===== config.mk =====
export PLATFORM = sky130hd
export DESIGN_NAME = dlpc_ctrl
export DESIGN_NICKNAME = d
export VERILOG_FILES = /design/src/inc/dlpc_pkg.sv /design/src/rtl/dlpc_ctrl.sv
export VERILOG_INCLUDE_DIRS = /design/src /design/src/inc
export SDC_FILE = /design/constraint.sdc
export NUM_CORES = 1
export LEC_CHECK = 0
export BUFFER_PORTS_ARGS = -buffer_cell sky130_fd_sc_hd__buf_2
export CAP_MARGIN = 20
export CORE_ASPECT_RATIO = 0.8
export CORE_MARGIN = 4
export CORE_UTILIZATION = 56
export CTS_CLUSTER_SIZE = 40
export DETAILED_ROUTE_END_ITERATION = 7
export PLACE_DENSITY = 0.85
export SYNTH_ARGS = -nofsm -noshare
export SYNTH_HDL_FRONTEND = slang
export SYNTH_SLANG_ARGS = --single-unit

===== constraint.sdc =====
create_clock -name clk -period 2.85 [get_ports clk]
set_clock_uncertainty 0.1 [all_clocks]
set_input_delay 0.4275 -clock clk [delete_from_list [all_inputs] [get_ports clk]]
set_output_delay 0.4275 -clock clk [all_outputs]
set_load 0.005 [all_outputs]

===== src/inc/dlpc_consts.svh =====
// Offsets, field positions, reset values and timing figures of the low-power controller.
// Assumes a 100 ns system clock that also serves as the memory clock reference.
`ifndef DLPC_CONSTS_SVH
`define DLPC_CONSTS_SVH

`define DLPC_CLK_NS        100
`define DLPC_OFF_CTRL      8'h00
`define DLPC_OFF_CMD       8'h04
`define DLPC_OFF_STAT      8'h08
`define DLPC_CTRL_RST      9'h000
`define DLPC_CTRL_W        9

`define DLPC_C_PD_REQ      0
`define DLPC_C_SR_REQ      1
`define DLPC_C_ABORT_EN    2
`define DLPC_C_ODT_BUF_DIS 3
`define DLPC_C_RTT_NOM_EN  4
`define DLPC_C_NOP_EXIT    5
`define DLPC_C_PAR_CAL_ON  6
`define DLPC_C_ODT_LVL     7
`define DLPC_C_RUN         8
`define DLPC_S_DLL_RST     2

`define DLPC_CMD_DES       5'h1f
`define DLPC_CMD_NOP       5'h0f
`define DLPC_CMD_REF       5'h09

`define DLPC_TRFC_NS       260
`define DLPC_TXS_ADD_NS    10
`define DLPC_TXS_ABORT_NS  170
`define DLPC_TCKE_NS       500
`define DLPC_TXP_NS        600
`define DLPC_TREFI_NS      7800
`define DLPC_PD_MAX_REFI   9
`define DLPC_TCPDED_NCK    4
`define DLPC_TMPX_LH_NS    1000

`endif


===== src/inc/dlpc_pkg.sv =====
// Types shared by the low-power controller: states, command pins and the state record.
// Assumes dlpc_consts.svh for every figure.
package dlpc_pkg;
   typedef enum logic [2:0] {ST_IDLE, ST_PDE, ST_PD, ST_PDX, ST_SR, ST_SRX} dlpc_state_e;

   typedef struct packed {
      logic [4:0]  ctl;
      logic [13:0] addr;
   } dlpc_cmd_s;

   typedef struct packed {
      dlpc_state_e fsm;
      logic [15:0] cnt;
      logic [15:0] pdcnt;
      logic [3:0]  mpx;
      logic        nop_x;
      logic        cke;
      logic        rst_n;
      logic        odt;
      logic        odt_oe;
      dlpc_cmd_s   cmd;
      logic [8:0]  ctrl;
      dlpc_cmd_s   pend_cmd;
      logic        pend;
      logic        ref_owed;
      logic        dll_rst_need;
      logic        dll_at_entry;
      logic [31:0] prdata;
      logic        pready;
      logic        pslverr;
   } dlpc_regs_s;
endpackage


===== src/rtl/dlpc_ctrl.sv =====
// Host-side low-power controller for a DDR4 device: power-down and self refresh sequencing.
// Assumes an APB master on clk and a device clock derived from clk outside this module.
`timescale 1ns/1ps
`include "dlpc_consts.svh"

// Contract
// - Non-abort self refresh exit waits tRFC plus 10ns.
// - Abort bit off means normal exit delay.
// - Abort mode allows commands after abort delay.
// - One extra REFRESH before next self refresh.
// - NOP exit only without parity/CAL, NOPs only.
// - NOP exit never uses fast or abort delay.
// - Power-down entry is CKE low with DESELECT.
// - No CKE drop during busy operations.
// - Unlocked DLL at entry needs DLL reset.
// - DESELECT throughout CKE transition period.
// - CKE low minimum; stay under nine refresh intervals.
// - Exit with CKE high, DESELECT, wait exit latency.
// - Drive ODT valid at exit if termination on.
// - No exit before minimum power-down time.
// - Drive ODT through transition, then may float.
module dlpc_ctrl
   import dlpc_pkg::*;
(
   input  wire logic        clk,
   input  wire logic        srst,
   input  wire logic        psel,
   input  wire logic        penable,
   input  wire logic        pwrite,
   input  wire logic [7:0]  paddr,
   input  wire logic [31:0] pwdata,
   output logic      [31:0] prdata,
   output logic             pready,
   output logic             pslverr,
   input  wire logic        dram_busy,
   input  wire logic        dll_locked,
   output logic             dram_cke,
   output logic             dram_reset_n,
   output logic             dram_odt,
   output logic             dram_odt_oe,
   output dlpc_cmd_s        dram_cmd
);

   function automatic logic [15:0] ns_to_cyc(input int ns);
      int c;
      c = (ns + `DLPC_CLK_NS - 1) / `DLPC_CLK_NS;
      if (c < 1) begin
         c = 1;
      end
      return c[15:0];
   endfunction

   function automatic logic [15:0] max16(input logic [15:0] a, input logic [15:0] b);
      return (a > b) ? a : b;
   endfunction

   localparam logic [15:0] TXS_CYC    = ns_to_cyc(`DLPC_TRFC_NS + `DLPC_TXS_ADD_NS);
   localparam logic [15:0] TXSA_CYC   = ns_to_cyc(`DLPC_TXS_ABORT_NS);
   localparam logic [15:0] TCKE_CYC   = ns_to_cyc(`DLPC_TCKE_NS);
   localparam logic [15:0] TXP_CYC    = max16(ns_to_cyc(`DLPC_TXP_NS), TCKE_CYC);
   localparam logic [15:0] TCPDED_CYC = 16'(`DLPC_TCPDED_NCK);
   localparam logic [15:0] TPDMAX_CYC = 16'((`DLPC_PD_MAX_REFI * `DLPC_TREFI_NS) / `DLPC_CLK_NS);
   localparam logic [3:0]  TMPX_CYC   = 4'(ns_to_cyc(`DLPC_TMPX_LH_NS));
   localparam dlpc_cmd_s   CMD_DES    = '{ctl: `DLPC_CMD_DES, addr: 14'h0000};

   dlpc_regs_s r_r;
   dlpc_regs_s r_nxt;
   logic       run;
   logic       wr_acc;
   logic       rd_setup;

   assign run      = r_r.ctrl[`DLPC_C_RUN];
   assign wr_acc   = psel && penable && pwrite && r_r.pready;
   assign rd_setup = psel && !penable;

   always_comb begin
      r_nxt         = r_r;
      r_nxt.cmd     = CMD_DES;
      r_nxt.pready  = 1'b0;
      r_nxt.pslverr = 1'b0;
      r_nxt.odt     = r_r.ctrl[`DLPC_C_ODT_LVL];
      r_nxt.odt_oe  = 1'b1;
      r_nxt.rst_n   = run;
      if (r_r.cnt != 16'h0000) begin
         r_nxt.cnt = r_r.cnt - 16'h0001;
      end

      // Register access: answer in the access cycle, one cycle after setup.
      if (rd_setup) begin
         r_nxt.pready = 1'b1;
         case (paddr)
            `DLPC_OFF_CTRL: r_nxt.prdata = {23'h000000, r_r.ctrl};
            `DLPC_OFF_CMD:  r_nxt.prdata = {13'h0000, r_r.pend_cmd.addr, r_r.pend_cmd.ctl};
            `DLPC_OFF_STAT: r_nxt.prdata = {24'h000000, r_r.fsm, r_r.cke, r_r.pend,
                                            r_r.dll_rst_need, r_r.ref_owed, r_r.nop_x};
            default: begin
               r_nxt.prdata  = 32'h00000000;
               r_nxt.pslverr = 1'b1;
            end
         endcase
      end
      if (wr_acc) begin
         case (paddr)
            `DLPC_OFF_CTRL: r_nxt.ctrl = pwdata[`DLPC_CTRL_W-1:0];
            `DLPC_OFF_CMD: begin
               // A second order while one waits is dropped; software polls the pending bit.
               if (!r_r.pend) begin
                  r_nxt.pend          = 1'b1;
                  r_nxt.pend_cmd.ctl  = pwdata[4:0];
                  r_nxt.pend_cmd.addr = pwdata[18:5];
               end
            end
            `DLPC_OFF_STAT: begin
               if (pwdata[`DLPC_S_DLL_RST]) begin
                  r_nxt.dll_rst_need = 1'b0;
               end
            end
            default: ;
         endcase
      end

      case (r_r.fsm)
         ST_IDLE: begin
            r_nxt.cke = run;
            if (r_r.pend && run) begin
               r_nxt.cmd  = r_r.pend_cmd;
               r_nxt.pend = 1'b0;
               if (r_r.pend_cmd.ctl == `DLPC_CMD_REF) begin
                  r_nxt.ref_owed = 1'b0;
               end
            end else if (run && !dram_busy && r_r.ctrl[`DLPC_C_SR_REQ] && !r_r.ref_owed) begin
               r_nxt.cke     = 1'b0;
               r_nxt.cmd.ctl = `DLPC_CMD_REF;
               r_nxt.fsm     = ST_SR;
               r_nxt.cnt     = TCKE_CYC;
            end else if (run && !dram_busy && r_r.ctrl[`DLPC_C_PD_REQ]) begin
               r_nxt.cke          = 1'b0;
               r_nxt.fsm          = ST_PDE;
               r_nxt.cnt          = TCPDED_CYC;
               r_nxt.pdcnt        = TPDMAX_CYC;
               r_nxt.dll_at_entry = dll_locked;
            end
         end
         ST_PDE: begin
            // DESELECT and valid ODT are held while the CKE change settles.
            r_nxt.pdcnt = r_r.pdcnt - 16'h0001;
            if (r_r.cnt == 16'h0001) begin
               r_nxt.fsm = ST_PD;
               r_nxt.cnt = TCKE_CYC - TCPDED_CYC;
            end
         end
         ST_PD: begin
            if (r_r.pdcnt != 16'h0000) begin
               r_nxt.pdcnt = r_r.pdcnt - 16'h0001;
            end
            if (!run) begin
               r_nxt.fsm = ST_IDLE;
               r_nxt.cke = 1'b0;
            end else if (r_r.cnt <= 16'h0001 &&
                         (!r_r.ctrl[`DLPC_C_PD_REQ] || r_r.pdcnt <= 16'h0001)) begin
               r_nxt.cke = 1'b1;
               r_nxt.fsm = ST_PDX;
               r_nxt.cnt = TXP_CYC;
            end else begin
               r_nxt.odt_oe = !r_r.ctrl[`DLPC_C_ODT_BUF_DIS];
            end
         end
         ST_PDX: begin
            // ODT is driven again from the exit edge on.
            if (r_r.cnt == 16'h0001) begin
               r_nxt.fsm = ST_IDLE;
               if (!r_r.dll_at_entry) begin
                  r_nxt.dll_rst_need = 1'b1;
               end
            end
         end
         ST_SR: begin
            r_nxt.odt_oe = 1'b1;
            if (!run) begin
               r_nxt.fsm = ST_IDLE;
               r_nxt.cke = 1'b0;
            end else if (r_r.cnt <= 16'h0001 && !r_r.ctrl[`DLPC_C_SR_REQ]) begin
               r_nxt.cke      = 1'b1;
               r_nxt.fsm      = ST_SRX;
               r_nxt.ref_owed = 1'b1;
               r_nxt.nop_x    = r_r.ctrl[`DLPC_C_NOP_EXIT] && !r_r.ctrl[`DLPC_C_PAR_CAL_ON];
               r_nxt.mpx      = TMPX_CYC;
               // NOP exit always takes the full delay.
               if (r_r.ctrl[`DLPC_C_ABORT_EN] &&
                   !(r_r.ctrl[`DLPC_C_NOP_EXIT] && !r_r.ctrl[`DLPC_C_PAR_CAL_ON])) begin
                  r_nxt.cnt = TXSA_CYC;
               end else begin
                  r_nxt.cnt = TXS_CYC;
               end
               if (r_r.ctrl[`DLPC_C_NOP_EXIT] && !r_r.ctrl[`DLPC_C_PAR_CAL_ON]) begin
                  r_nxt.cmd.ctl = `DLPC_CMD_NOP;
               end
            end
         end
         ST_SRX: begin
            if (r_r.mpx != 4'h0) begin
               r_nxt.mpx = r_r.mpx - 4'h1;
            end
            if (r_r.nop_x && r_r.mpx > 4'h1) begin
               r_nxt.cmd.ctl = `DLPC_CMD_NOP;
            end
            if (r_r.cnt <= 16'h0001 && (!r_r.nop_x || r_r.mpx <= 4'h1)) begin
               r_nxt.fsm   = ST_IDLE;
               r_nxt.nop_x = 1'b0;
            end
         end
         default: r_nxt.fsm = ST_IDLE;
      endcase
      if (!run) begin
         // Reset held low: CKE low, no low-power state survives.
         r_nxt.cke = 1'b0;
         r_nxt.fsm = ST_IDLE;
      end
   end

   always_ff @(posedge clk) begin
      if (srst) begin
         r_r          <= '0;
         r_r.fsm      <= ST_IDLE;
         r_r.cmd      <= CMD_DES;
         r_r.pend_cmd <= CMD_DES;
         r_r.odt_oe   <= 1'b1;
         r_r.ctrl     <= `DLPC_CTRL_RST;
      end else begin
         r_r <= r_nxt;
      end
   end

   assign prdata       = r_r.prdata;
   assign pready       = r_r.pready;
   assign pslverr      = r_r.pslverr;
   assign dram_cke     = r_r.cke;
   assign dram_reset_n = r_r.rst_n;
   assign dram_odt     = r_r.odt;
   assign dram_odt_oe  = r_r.odt_oe;
   assign dram_cmd     = r_r.cmd;

   // Helper: cycles CKE has been low, saturating.
   logic [15:0] low_cnt;
   always_ff @(posedge clk) begin
      if (srst || r_r.cke) begin
         low_cnt <= 16'h0000;
      end else if (low_cnt != 16'hffff) begin
         low_cnt <= low_cnt + 16'h0001;
      end
   end
endmodule // dlpc_ctrl


## After elaboration in Yosys (flattened, before gate mapping)

Index checks and enable logic that the tools add are counted.

| operators by class | value |
|---|---|
| $add $sub $neg | 3 |
| $lt $le $gt $ge | 4 |
| eq/ne operators | 23 |
| mux-type cells | 51 |
| bitwise operators | 7 |
| reductions and logical operators | 49 |

Operator list:

| kind | count |
|---|---|
| $mux W16 | 5 |
| $mux W19 | 4 |
| $mux W35 | 2 |
| $pmux W16 S4 | 1 |
| $pmux W19 S3 | 1 |
| $pmux W16 S3 | 1 |
| $mux W5 | 7 |
| $le A16 B1 Y1 const B | 2 |
| $reduce_bool A16 Y1 | 2 |
| $sub A16 B1 Y16 const B | 2 |
| $ne A2 B2 Y1 const B | 13 |
| $mux W1 | 19 |
| $pmux W3 S6 | 1 |
| $eq A16 B1 Y1 const B | 1 |
| $logic_and A1 B1 Y1 | 15 |
| $pmux W5 S3 | 1 |
| $reduce_and A4 Y1 | 3 |
| $pmux W5 S2 | 1 |
| $reduce_and A5 Y1 | 2 |
| $logic_not A1 Y1 | 9 |
| $eq A8 B3 Y1 const B | 1 |
| $eq A8 B4 Y1 const B | 1 |
| $logic_not A8 Y1 | 1 |
| $not A1 Y1 | 7 |
| other kinds (25) | 35 |

| storage, ports and cells | value |
|---|---|
| flip-flop bits (word level) | 116 |
| bits of input ports | 47 |
| output and inout port bits | 57 |
| logic and storage cells | 158 |

## Depth between registers and ports, before layout

Gate-level depths: netlist of the first run.

| depth | value |
|---|---|
| depth after elaboration | 8 |
| gate-level depth with buffers | 9 |
| depth with buffers taken out | 8 |

## Least setup slack after synthesis of the first run

OpenSTA, ideal clock, no wires.

| path | value |
|---|---|
| path kind | register to register |
| start point | register r_r[112] (netlist name) |
| end point | register r_r[126] (netlist name) |
| library setup time | 120 ps |
| arrival | 2107 ps |
| data required time | 2630 ps |
| path slack | 524 ps |
| stages on the path, launching flop included | 7 |
| buffers on the path | 0 |
| period minus slack after synthesis | 2326 ps |
| cells stage by stage | dfxtp_1 > or4_4 > nor4_4 > and4_2 > nor3_1 > o22a_1 > o31a_1 |

| on the way | value |
|---|---|
| word-level cells in the longest chain between the ends | 4 |
| elaborated cells between the ends (all ways) | 11 |
| classes of those cells | order compare: 1; eq/ne: 6; reduce/logical: 4 |

RTL lines:

| item | line | RTL |
|---|---|---|
| start: declaration | dlpc_ctrl.sv:66 | `dlpc_regs_s r_r;` |
| start signal: assignment | dlpc_ctrl.sv:230 | `r_r <= r_nxt;` |
| $le A16 B1 Y1 | dlpc_ctrl.sv:159, dlpc_ctrl.sv:182, dlpc_ctrl.sv:207 |  |
| $logic_and A1 B1 Y1 (on tied branches) | dlpc_ctrl.sv:207, dlpc_ctrl.sv:159, dlpc_ctrl.sv:182 |  |
| $ne A2 B2 Y1 (no line) | -- |  |
| $reduce_and A7 Y1 (no line) * | -- |  |

Mark *: on every way between the ends. The rest lies on a longest branch, timed or not.
A chain may end at the register's enable or synchronous reset.

## Worst setup path in the final report of the first run

Same ends and word-level chain as after synthesis.

==> flow_metrics.env, run 1 <==
export IMPL_status="finished clean"
export IMPL_root_buffer="clkbuf_16"
export IMPL_vias_per_cell=5.805
export IMPL_area_growth_syn_to_layout_pct=15.14
export IMPL_syn_area_um2=5563
export IMPL_finalHoldViolCount=0
export IMPL_grt_pass1_wl_um=22810
export IMPL_register_area_um2=2322
export IMPL_dp_hpwl_um=9416
export IMPL_cts_htree_levels=4
export IMPL_pin_count=104
export IMPL_setup_tns_ns=0
export IMPL_fin_nets=740
export IMPL_max_stage_delay_ns=0.59
export IMPL_clkTransAtPathRegs_ns=0.06
export IMPL_cp_start_kind="register"
export IMPL_crit_fanout=10
export IMPL_multi_input_area_um2=2721
export IMPL_slowest_stage="or4_4"
export IMPL_critPathArrivalTime_ns=2.79
export IMPL_ys_flop_type="dfxtp_1"
export IMPL_insertion_delay_ns=0.42
export IMPL_synthCells=647
export IMPL_ys_types=65
export IMPL_drc_errors=0
export IMPL_critPathRequiredTime_ns=3.06
export IMPL_die_w_um=119.4
export IMPL_holdBufCountCts=0
export IMPL_grt_pass1_vias=4529
export IMPL_gp_congestion=0.8665
export IMPL_most_common_layout_cells="dfxtp_1 (116), nor2_1 (96), buf_2 (77)"
export IMPL_hold_path_class="in2reg"
export IMPL_drtIter0Drc=383
export IMPL_maxCapViolations=0
export IMPL_cp_end_kind="register"
export IMPL_period_share=0.9039
export IMPL_rsz0062_at_grt="false"
export IMPL_cts_path_max_buffers=2
export IMPL_antenna_found_initial=1
export IMPL_yosysSeqAreaShare=0.4175
export IMPL_grt_max_degree=27
export IMPL_final_util=0.6638
export IMPL_start_util=0.5765
export IMPL_final_common_cell="dfxtp_1"
export IMPL_power_density_nw_per_um2=786.2
export IMPL_first_pass_iters=5
export IMPL_worstPathCellList="or4_4 > nor4_4 > nand2_4 > o21a_1 > o22a_1 > o31a_1"
export IMPL_r2r_start="r_r[112]$_SDFF_PP0_"
export IMPL_cts_setup_buffers=0
export IMPL_worstMarginPinSlew_ns=0.6931
export IMPL_grt_use_total=0.2416
export IMPL_ir_drop_v=0.0003823
export IMPL_min_period_ns=2.576
export IMPL_slew_viol_final=0
export IMPL_wl_per_cell_um=16.67
export IMPL_leakage_nw=2.577
export IMPL_cts_num_sinks=116
export IMPL_holdWs_ns=0.1399
export IMPL_fin_cells=835
export IMPL_fillers=744
export IMPL_yosys_warnings=0
export IMPL_finalPower_mw=5.036
export IMPL_synth_avg_cell_area_um2=8.598
export IMPL_antenna_left=0
export IMPL_synthArstFlopShare=0
export IMPL_critPathKind="reg2reg"
export IMPL_final_layout_size_suffix_gt1_frac=0.2063
export IMPL_synth_edf_count=0
export IMPL_hold_start="pwdata[1]"
export IMPL_vias=4847
export IMPL_setup_worst_path_start="r_r[112]$_SDFF_PP0_"
export IMPL_cts_tree="yes"
export IMPL_dieArea_um2=11600
export IMPL_relSlewSlack=0.5316
export IMPL_dpl_cell_count=802
export IMPL_portBuffers=77
export IMPL_ys_seq_elements=116
export IMPL_core_rowCount=32
export IMPL_setup_viol=0
export IMPL_die_h_um=97.15
export IMPL_max_freq_mhz=388.2
export IMPL_cts_buffers=17
export IMPL_wirelength_um=13920
export IMPL_fp_coreArea_um2=9649
export IMPL_overflow=0
export IMPL_cts_repair_resized=0
metal layers:
metal	global-route usage	vias to the layer above	wire length, µm
met4	0.1021	0	276
met2	0.3804	221	6559
met5	0	-	0
met3	0.05704	28	1055
met1	0.3179	2328	6030
li1	-	2270	-
cells in the mapped netlist (3+ instances only):
| cell | n | area [µm²] |
|---|---|---|
| nand2_1 | 37 | 138.9 |
| o21ai_0 | 29 | 145.1 |
| buf_4 | 53 | 397.9 |
| o31ai_1 | 3 | 22.52 |
| and3_1 | 3 | 18.77 |
| nor4_1 | 6 | 37.54 |
| a31oi_1 | 6 | 37.54 |
| and2_1 | 14 | 87.58 |
| inv_1 | 12 | 45.04 |
| xnor2_1 | 12 | 105.1 |
| a22oi_1 | 21 | 157.7 |
| or2_2 | 7 | 43.79 |
| nor3b_1 | 5 | 37.54 |
| clkbuf_1 | 24 | 90.09 |
| nand2b_1 | 5 | 31.28 |
| nor3_1 | 20 | 100.1 |
| nor2b_1 | 11 | 68.82 |
| nand3_1 | 20 | 100.1 |
| dfxtp_1 | 116 | 2322 |
| xor2_1 | 14 | 122.6 |
| or4_1 | 3 | 22.52 |
| buf_2 | 3 | 15.01 |
| a211o_1 | 5 | 43.79 |
| buf_1 | 4 | 15.01 |
| or3_1 | 10 | 62.56 |
| a21oi_1 | 24 | 120.1 |
| nor2_1 | 96 | 360.4 |
| mux2i_1 | 26 | 260.3 |
| ha_1 | 8 | 100.1 |
kinds of logic (layout without fill, tap and decap cells):
family	Yosys count	after routing	share of synthesized area
compound gates	111	111	0.1302
flops	116	116	0.4175
xor+xnor	26	26	0.04094
other cells	1	14	0.0006741
simple gates	260	260	0.2393
fa+ha+maj	8	8	0.01799
buf+inv	97	136	0.1026
mux	28	28	0.05083
state kept, by name, summed over array words and instances (netlist names):
name	flops
dram_cke	1
dram_cmd	19
dram_odt	1
dram_odt_oe	1
dram_reset_n	1
prdata	19
pready	1
pslverr	1
r_nxt	2
r_r	70
worst max-delay path, delay by kind of cell, from the launching register on:
| family | cells | cell delay [ns] |
|---|---|---|
| flip-flops | 1 | 0.34 |
| AND/OR/NAND/NOR | 3 | 1.28 |
| AO/OA/AOI/OAI | 3 | 0.74 |
report_power, final:
part	internal [mW]	switching (mW)	leakage (nW)
sequential	1.71	0.0900	0.937
clock	1.49	0.837	0.313
combinational	0.389	0.517	1.33
final timing paths:
kind	endpoint	slack, ns	depth (start not counted)
setup / recovery	r_r[126]$_SDFFE_PP0P_	0.27	6
hold / removal	r_r[53]$_SDFFE_PP1P_	0.14	2
setup reg to reg	r_r[126]$_SDFFE_PP0P_	0.27	6
hold reg to reg	r_r[61]$_SDFFE_PP0P_	0.36	2
metrics by stage:
| step | cell area (µm²) | worst slack [ns] |
|---|---|---|
| finish | 6405 | 0.2738 |
| CTS | 6402 | 0.2950 |
| global route | 6405 | 0.1133 |
| global placement | 5757 | 0.3272 |
| detailed placement | 5757 | 0.3022 |
| floorplan | 5608 | 0.5237 |
cell type report:
| cell class | count | share of cell area |
|---|---|---|
| Timing Repair Buffer | 92 | 0.07775 |
| Multi-Input combinational cell | 446 | 0.4249 |
| Inverter | 12 | 0.007033 |
| Tap cell | 136 | 0.02657 |
| Sequential cell | 116 | 0.3626 |
| Clock inverter | 15 | 0.03438 |
| Clock buffer | 17 | 0.06642 |
| Antenna cell | 1 | 0.0003907 |
Power figures use the tool's default switching activity.
==> run 2: changes to the inputs <==
--- a/config.mk
+++ b/config.mk
@@ -10,10 +10,10 @@
 export CAP_MARGIN = 20
 export CORE_ASPECT_RATIO = 0.8
 export CORE_MARGIN = 4
-export CORE_UTILIZATION = 56
+export CORE_UTILIZATION = 27
+export CTS_BUF_LIST = sky130_fd_sc_hd__clkbuf_4 sky130_fd_sc_hd__clkbuf_8
 export CTS_CLUSTER_SIZE = 40
 export DETAILED_ROUTE_END_ITERATION = 7
-export PLACE_DENSITY = 0.85
 export SYNTH_ARGS = -nofsm -noshare
 export SYNTH_HDL_FRONTEND = slang
 export SYNTH_SLANG_ARGS = --single-unit
==> flow_metrics.env, run 2 (synthesis results as in run 1) <==
export IMPL_dieArea_um2=22980
export IMPL_whs_endpoint="r_r[55]$_SDFFE_PP1P_"
export IMPL_top_register="r_r"
export IMPL_largest_reg_flops=70
export IMPL_cts_setup_buffers=0
export IMPL_grt_pass1_wl_um=21760
export IMPL_gp_congestion=0.8073
export IMPL_grt_use_total=0.1191
export IMPL_slowest_stage="or4_4"
export IMPL_rsz0062_at_grt="false"
export IMPL_antenna_found_initial=0
export IMPL_wl_per_cell_um=14.34
export IMPL_drc_errors=0
export IMPL_gr_usage_met2=0.1713
export IMPL_overflow=0
export IMPL_cts_path_max_buffers=2
export IMPL_cts_repair_resized=0
export IMPL_worstPathCellList="or4_4 > nor4_4 > nand4_1 > nor3_2 > o32a_2 > nor2_1"
export IMPL_dp_hpwl_um=9922
export IMPL_most_common_layout_cells="dfxtp_1 (116), nor2_1 (96), buf_2 (77)"
export IMPL_vias_per_cell=4.635
export IMPL_hold_path_class="in2reg"
export IMPL_crit_fanout=13
export IMPL_critPathRequiredTime_ns=3.08
export IMPL_cts_htree_levels=4
export IMPL_drtIter0Drc=294
export IMPL_fillers=2107
export IMPL_pin_count=104
export IMPL_critPathArrivalTime_ns=2.82
export IMPL_final_common_cell="dfxtp_1"
export IMPL_reg2reg_to="r_r[115]$_SDFF_PP0_"
export IMPL_leakage_nw=2.496
export IMPL_area_growth_syn_to_layout_pct=14.84
export IMPL_core_rowCount=46
export IMPL_status="finished clean"
export IMPL_final_layout_size_suffix_gt1_frac=0.2052
export IMPL_power_density_nw_per_um2=704.2
export IMPL_slew_viol_final=0
export IMPL_cp_start_kind="register"
export IMPL_max_freq_mhz=385.1
export IMPL_fin_nets=740
export IMPL_critical_path_buf_inv_count=0
export IMPL_relSlewSlack=0.5888
export IMPL_min_period_ns=2.597
export IMPL_holdBufCountCts=0
export IMPL_cp_end_kind="register"
export IMPL_portBuffers=77
export IMPL_grt_max_degree=32
export IMPL_reg2reg_slack_ns=0.25
export IMPL_start_util=0.2777
export IMPL_r2r_start="r_r[112]$_SDFF_PP0_"
export IMPL_fin_cells=961
export IMPL_cts_num_sinks=116
export IMPL_final_util=0.3190
export IMPL_period_share=0.9111
export IMPL_die_h_um=136.4
export IMPL_hold_start="pwdata[3]"
export IMPL_die_w_um=168.5
export IMPL_insertion_delay_ns=0.45
export IMPL_first_pass_iters=4
export IMPL_grt_util_met1=0.1707
export IMPL_grt_pass1_vias=4135
export IMPL_antenna_left=0
export IMPL_num_antenna_cells=0
export IMPL_finalHoldViolCount=0
export IMPL_ir_drop_v=0.0003291
export IMPL_setup_viol=0
export IMPL_fp_coreArea_um2=20030
export IMPL_critPathKind="reg2reg"
export IMPL_clkTransAtPathRegs_ns=0.07
export IMPL_maxCapViolations=0
export IMPL_busiest_layer="met2"
export IMPL_rr_worst_depth=6
export IMPL_dpl_cell_count=929
export IMPL_critical_path_top_delay_family="simple AND/OR/NAND/NOR gates"
export IMPL_worstMarginPinSlew_ns=0.6168
export IMPL_vias=4454
export IMPL_use_met3=0.02616
export IMPL_root_buffer="clkbuf_8"
export IMPL_cts_tree="yes"
export IMPL_cts_buffers=17
export IMPL_cp_depth=6
export IMPL_max_stage_delay_ns=0.59
export IMPL_wirelength_um=13780
export IMPL_min_path_cells=2
export IMPL_setup_tns_ns=0
run 2: changes by cell type in the layout (fill, tap and decap cells not counted):
cell,before,now
clkbuf_8,0,21
clkbuf_16,17,0
clkinv_4,4,0
inv_6,4,0
clkbuf_4,0,2
clkinv_2,0,2
inv_8,2,0
buf_4,15,14
bufinv_16,4,5
clkinvlp_4,1,2
diode_2,1,0
run 2: area by class of cell:
cell class	instances	area, µm²	share of cell area
clock buffer	22	290.3	0.04544
sequential	116	2322	0.3635
tap	264	330.3	0.05170
timing repair buffer	92	504.2	0.07893
multi-input combinational	446	2721	0.4260
clock inverter	9	175.2	0.02742
inverter	12	45.04	0.007051
run 2: per-layer routing:
metal	wire, µm	part of all wire	vias up
met1	6873	0.50	2077
met4	246	0.018	0
met3	709	0.051	17
met5	0	0	-
met2	5954	0.43	105
li1	-	-	2255
run 2: power breakdown:
part / total, mW / internal, mW / leakage (nW) / switching (mW)
Combinational: 0.901 / 0.387 / 1.33 / 0.513
Sequential: 1.80 / 1.71 / 0.937 / 0.0847
Clock: 1.80 / 1.12 / 0.232 / 0.679
Total: 4.50 / 3.22 / 2.50 / 1.28
run 2: worst max-delay path by stage:
stage / start / endpoint
detailed placement: r_r[112]$_SDFF_PP0_ / r_r[116]$_SDFF_PP0_
CTS: r_r[112]$_SDFF_PP0_ / r_r[119]$_SDFF_PP0_
finish: r_r[112]$_SDFF_PP0_ / r_r[115]$_SDFF_PP0_
global placement: r_r[112]$_SDFF_PP0_ / r_r[114]$_SDFF_PP0_
global route: r_r[112]$_SDFF_PP0_ / r_r[123]$_SDFF_PP0_
floorplan: r_r[112]$_SDFF_PP0_ / r_r[126]$_SDFFE_PP0P_
run 2: through the flow:
stage | total power, mW | setup slack (ns) | hold slack, ns | cell area, µm²
2_1_floorplan | 2.560 | 0.5237 | 0.2893 | 5608
3_3_place_gp | 2.719 | 0.2987 | 0.3403 | 5909
3_5_place_dp | 2.723 | 0.2521 | 0.3446 | 5909
4_1_cts | 4.540 | 0.2423 | 0.07688 | 6375
5_1_grt | 4.733 | 0.04137 | 0.08224 | 6389
6_report | 4.499 | 0.2533 | 0.09863 | 6389
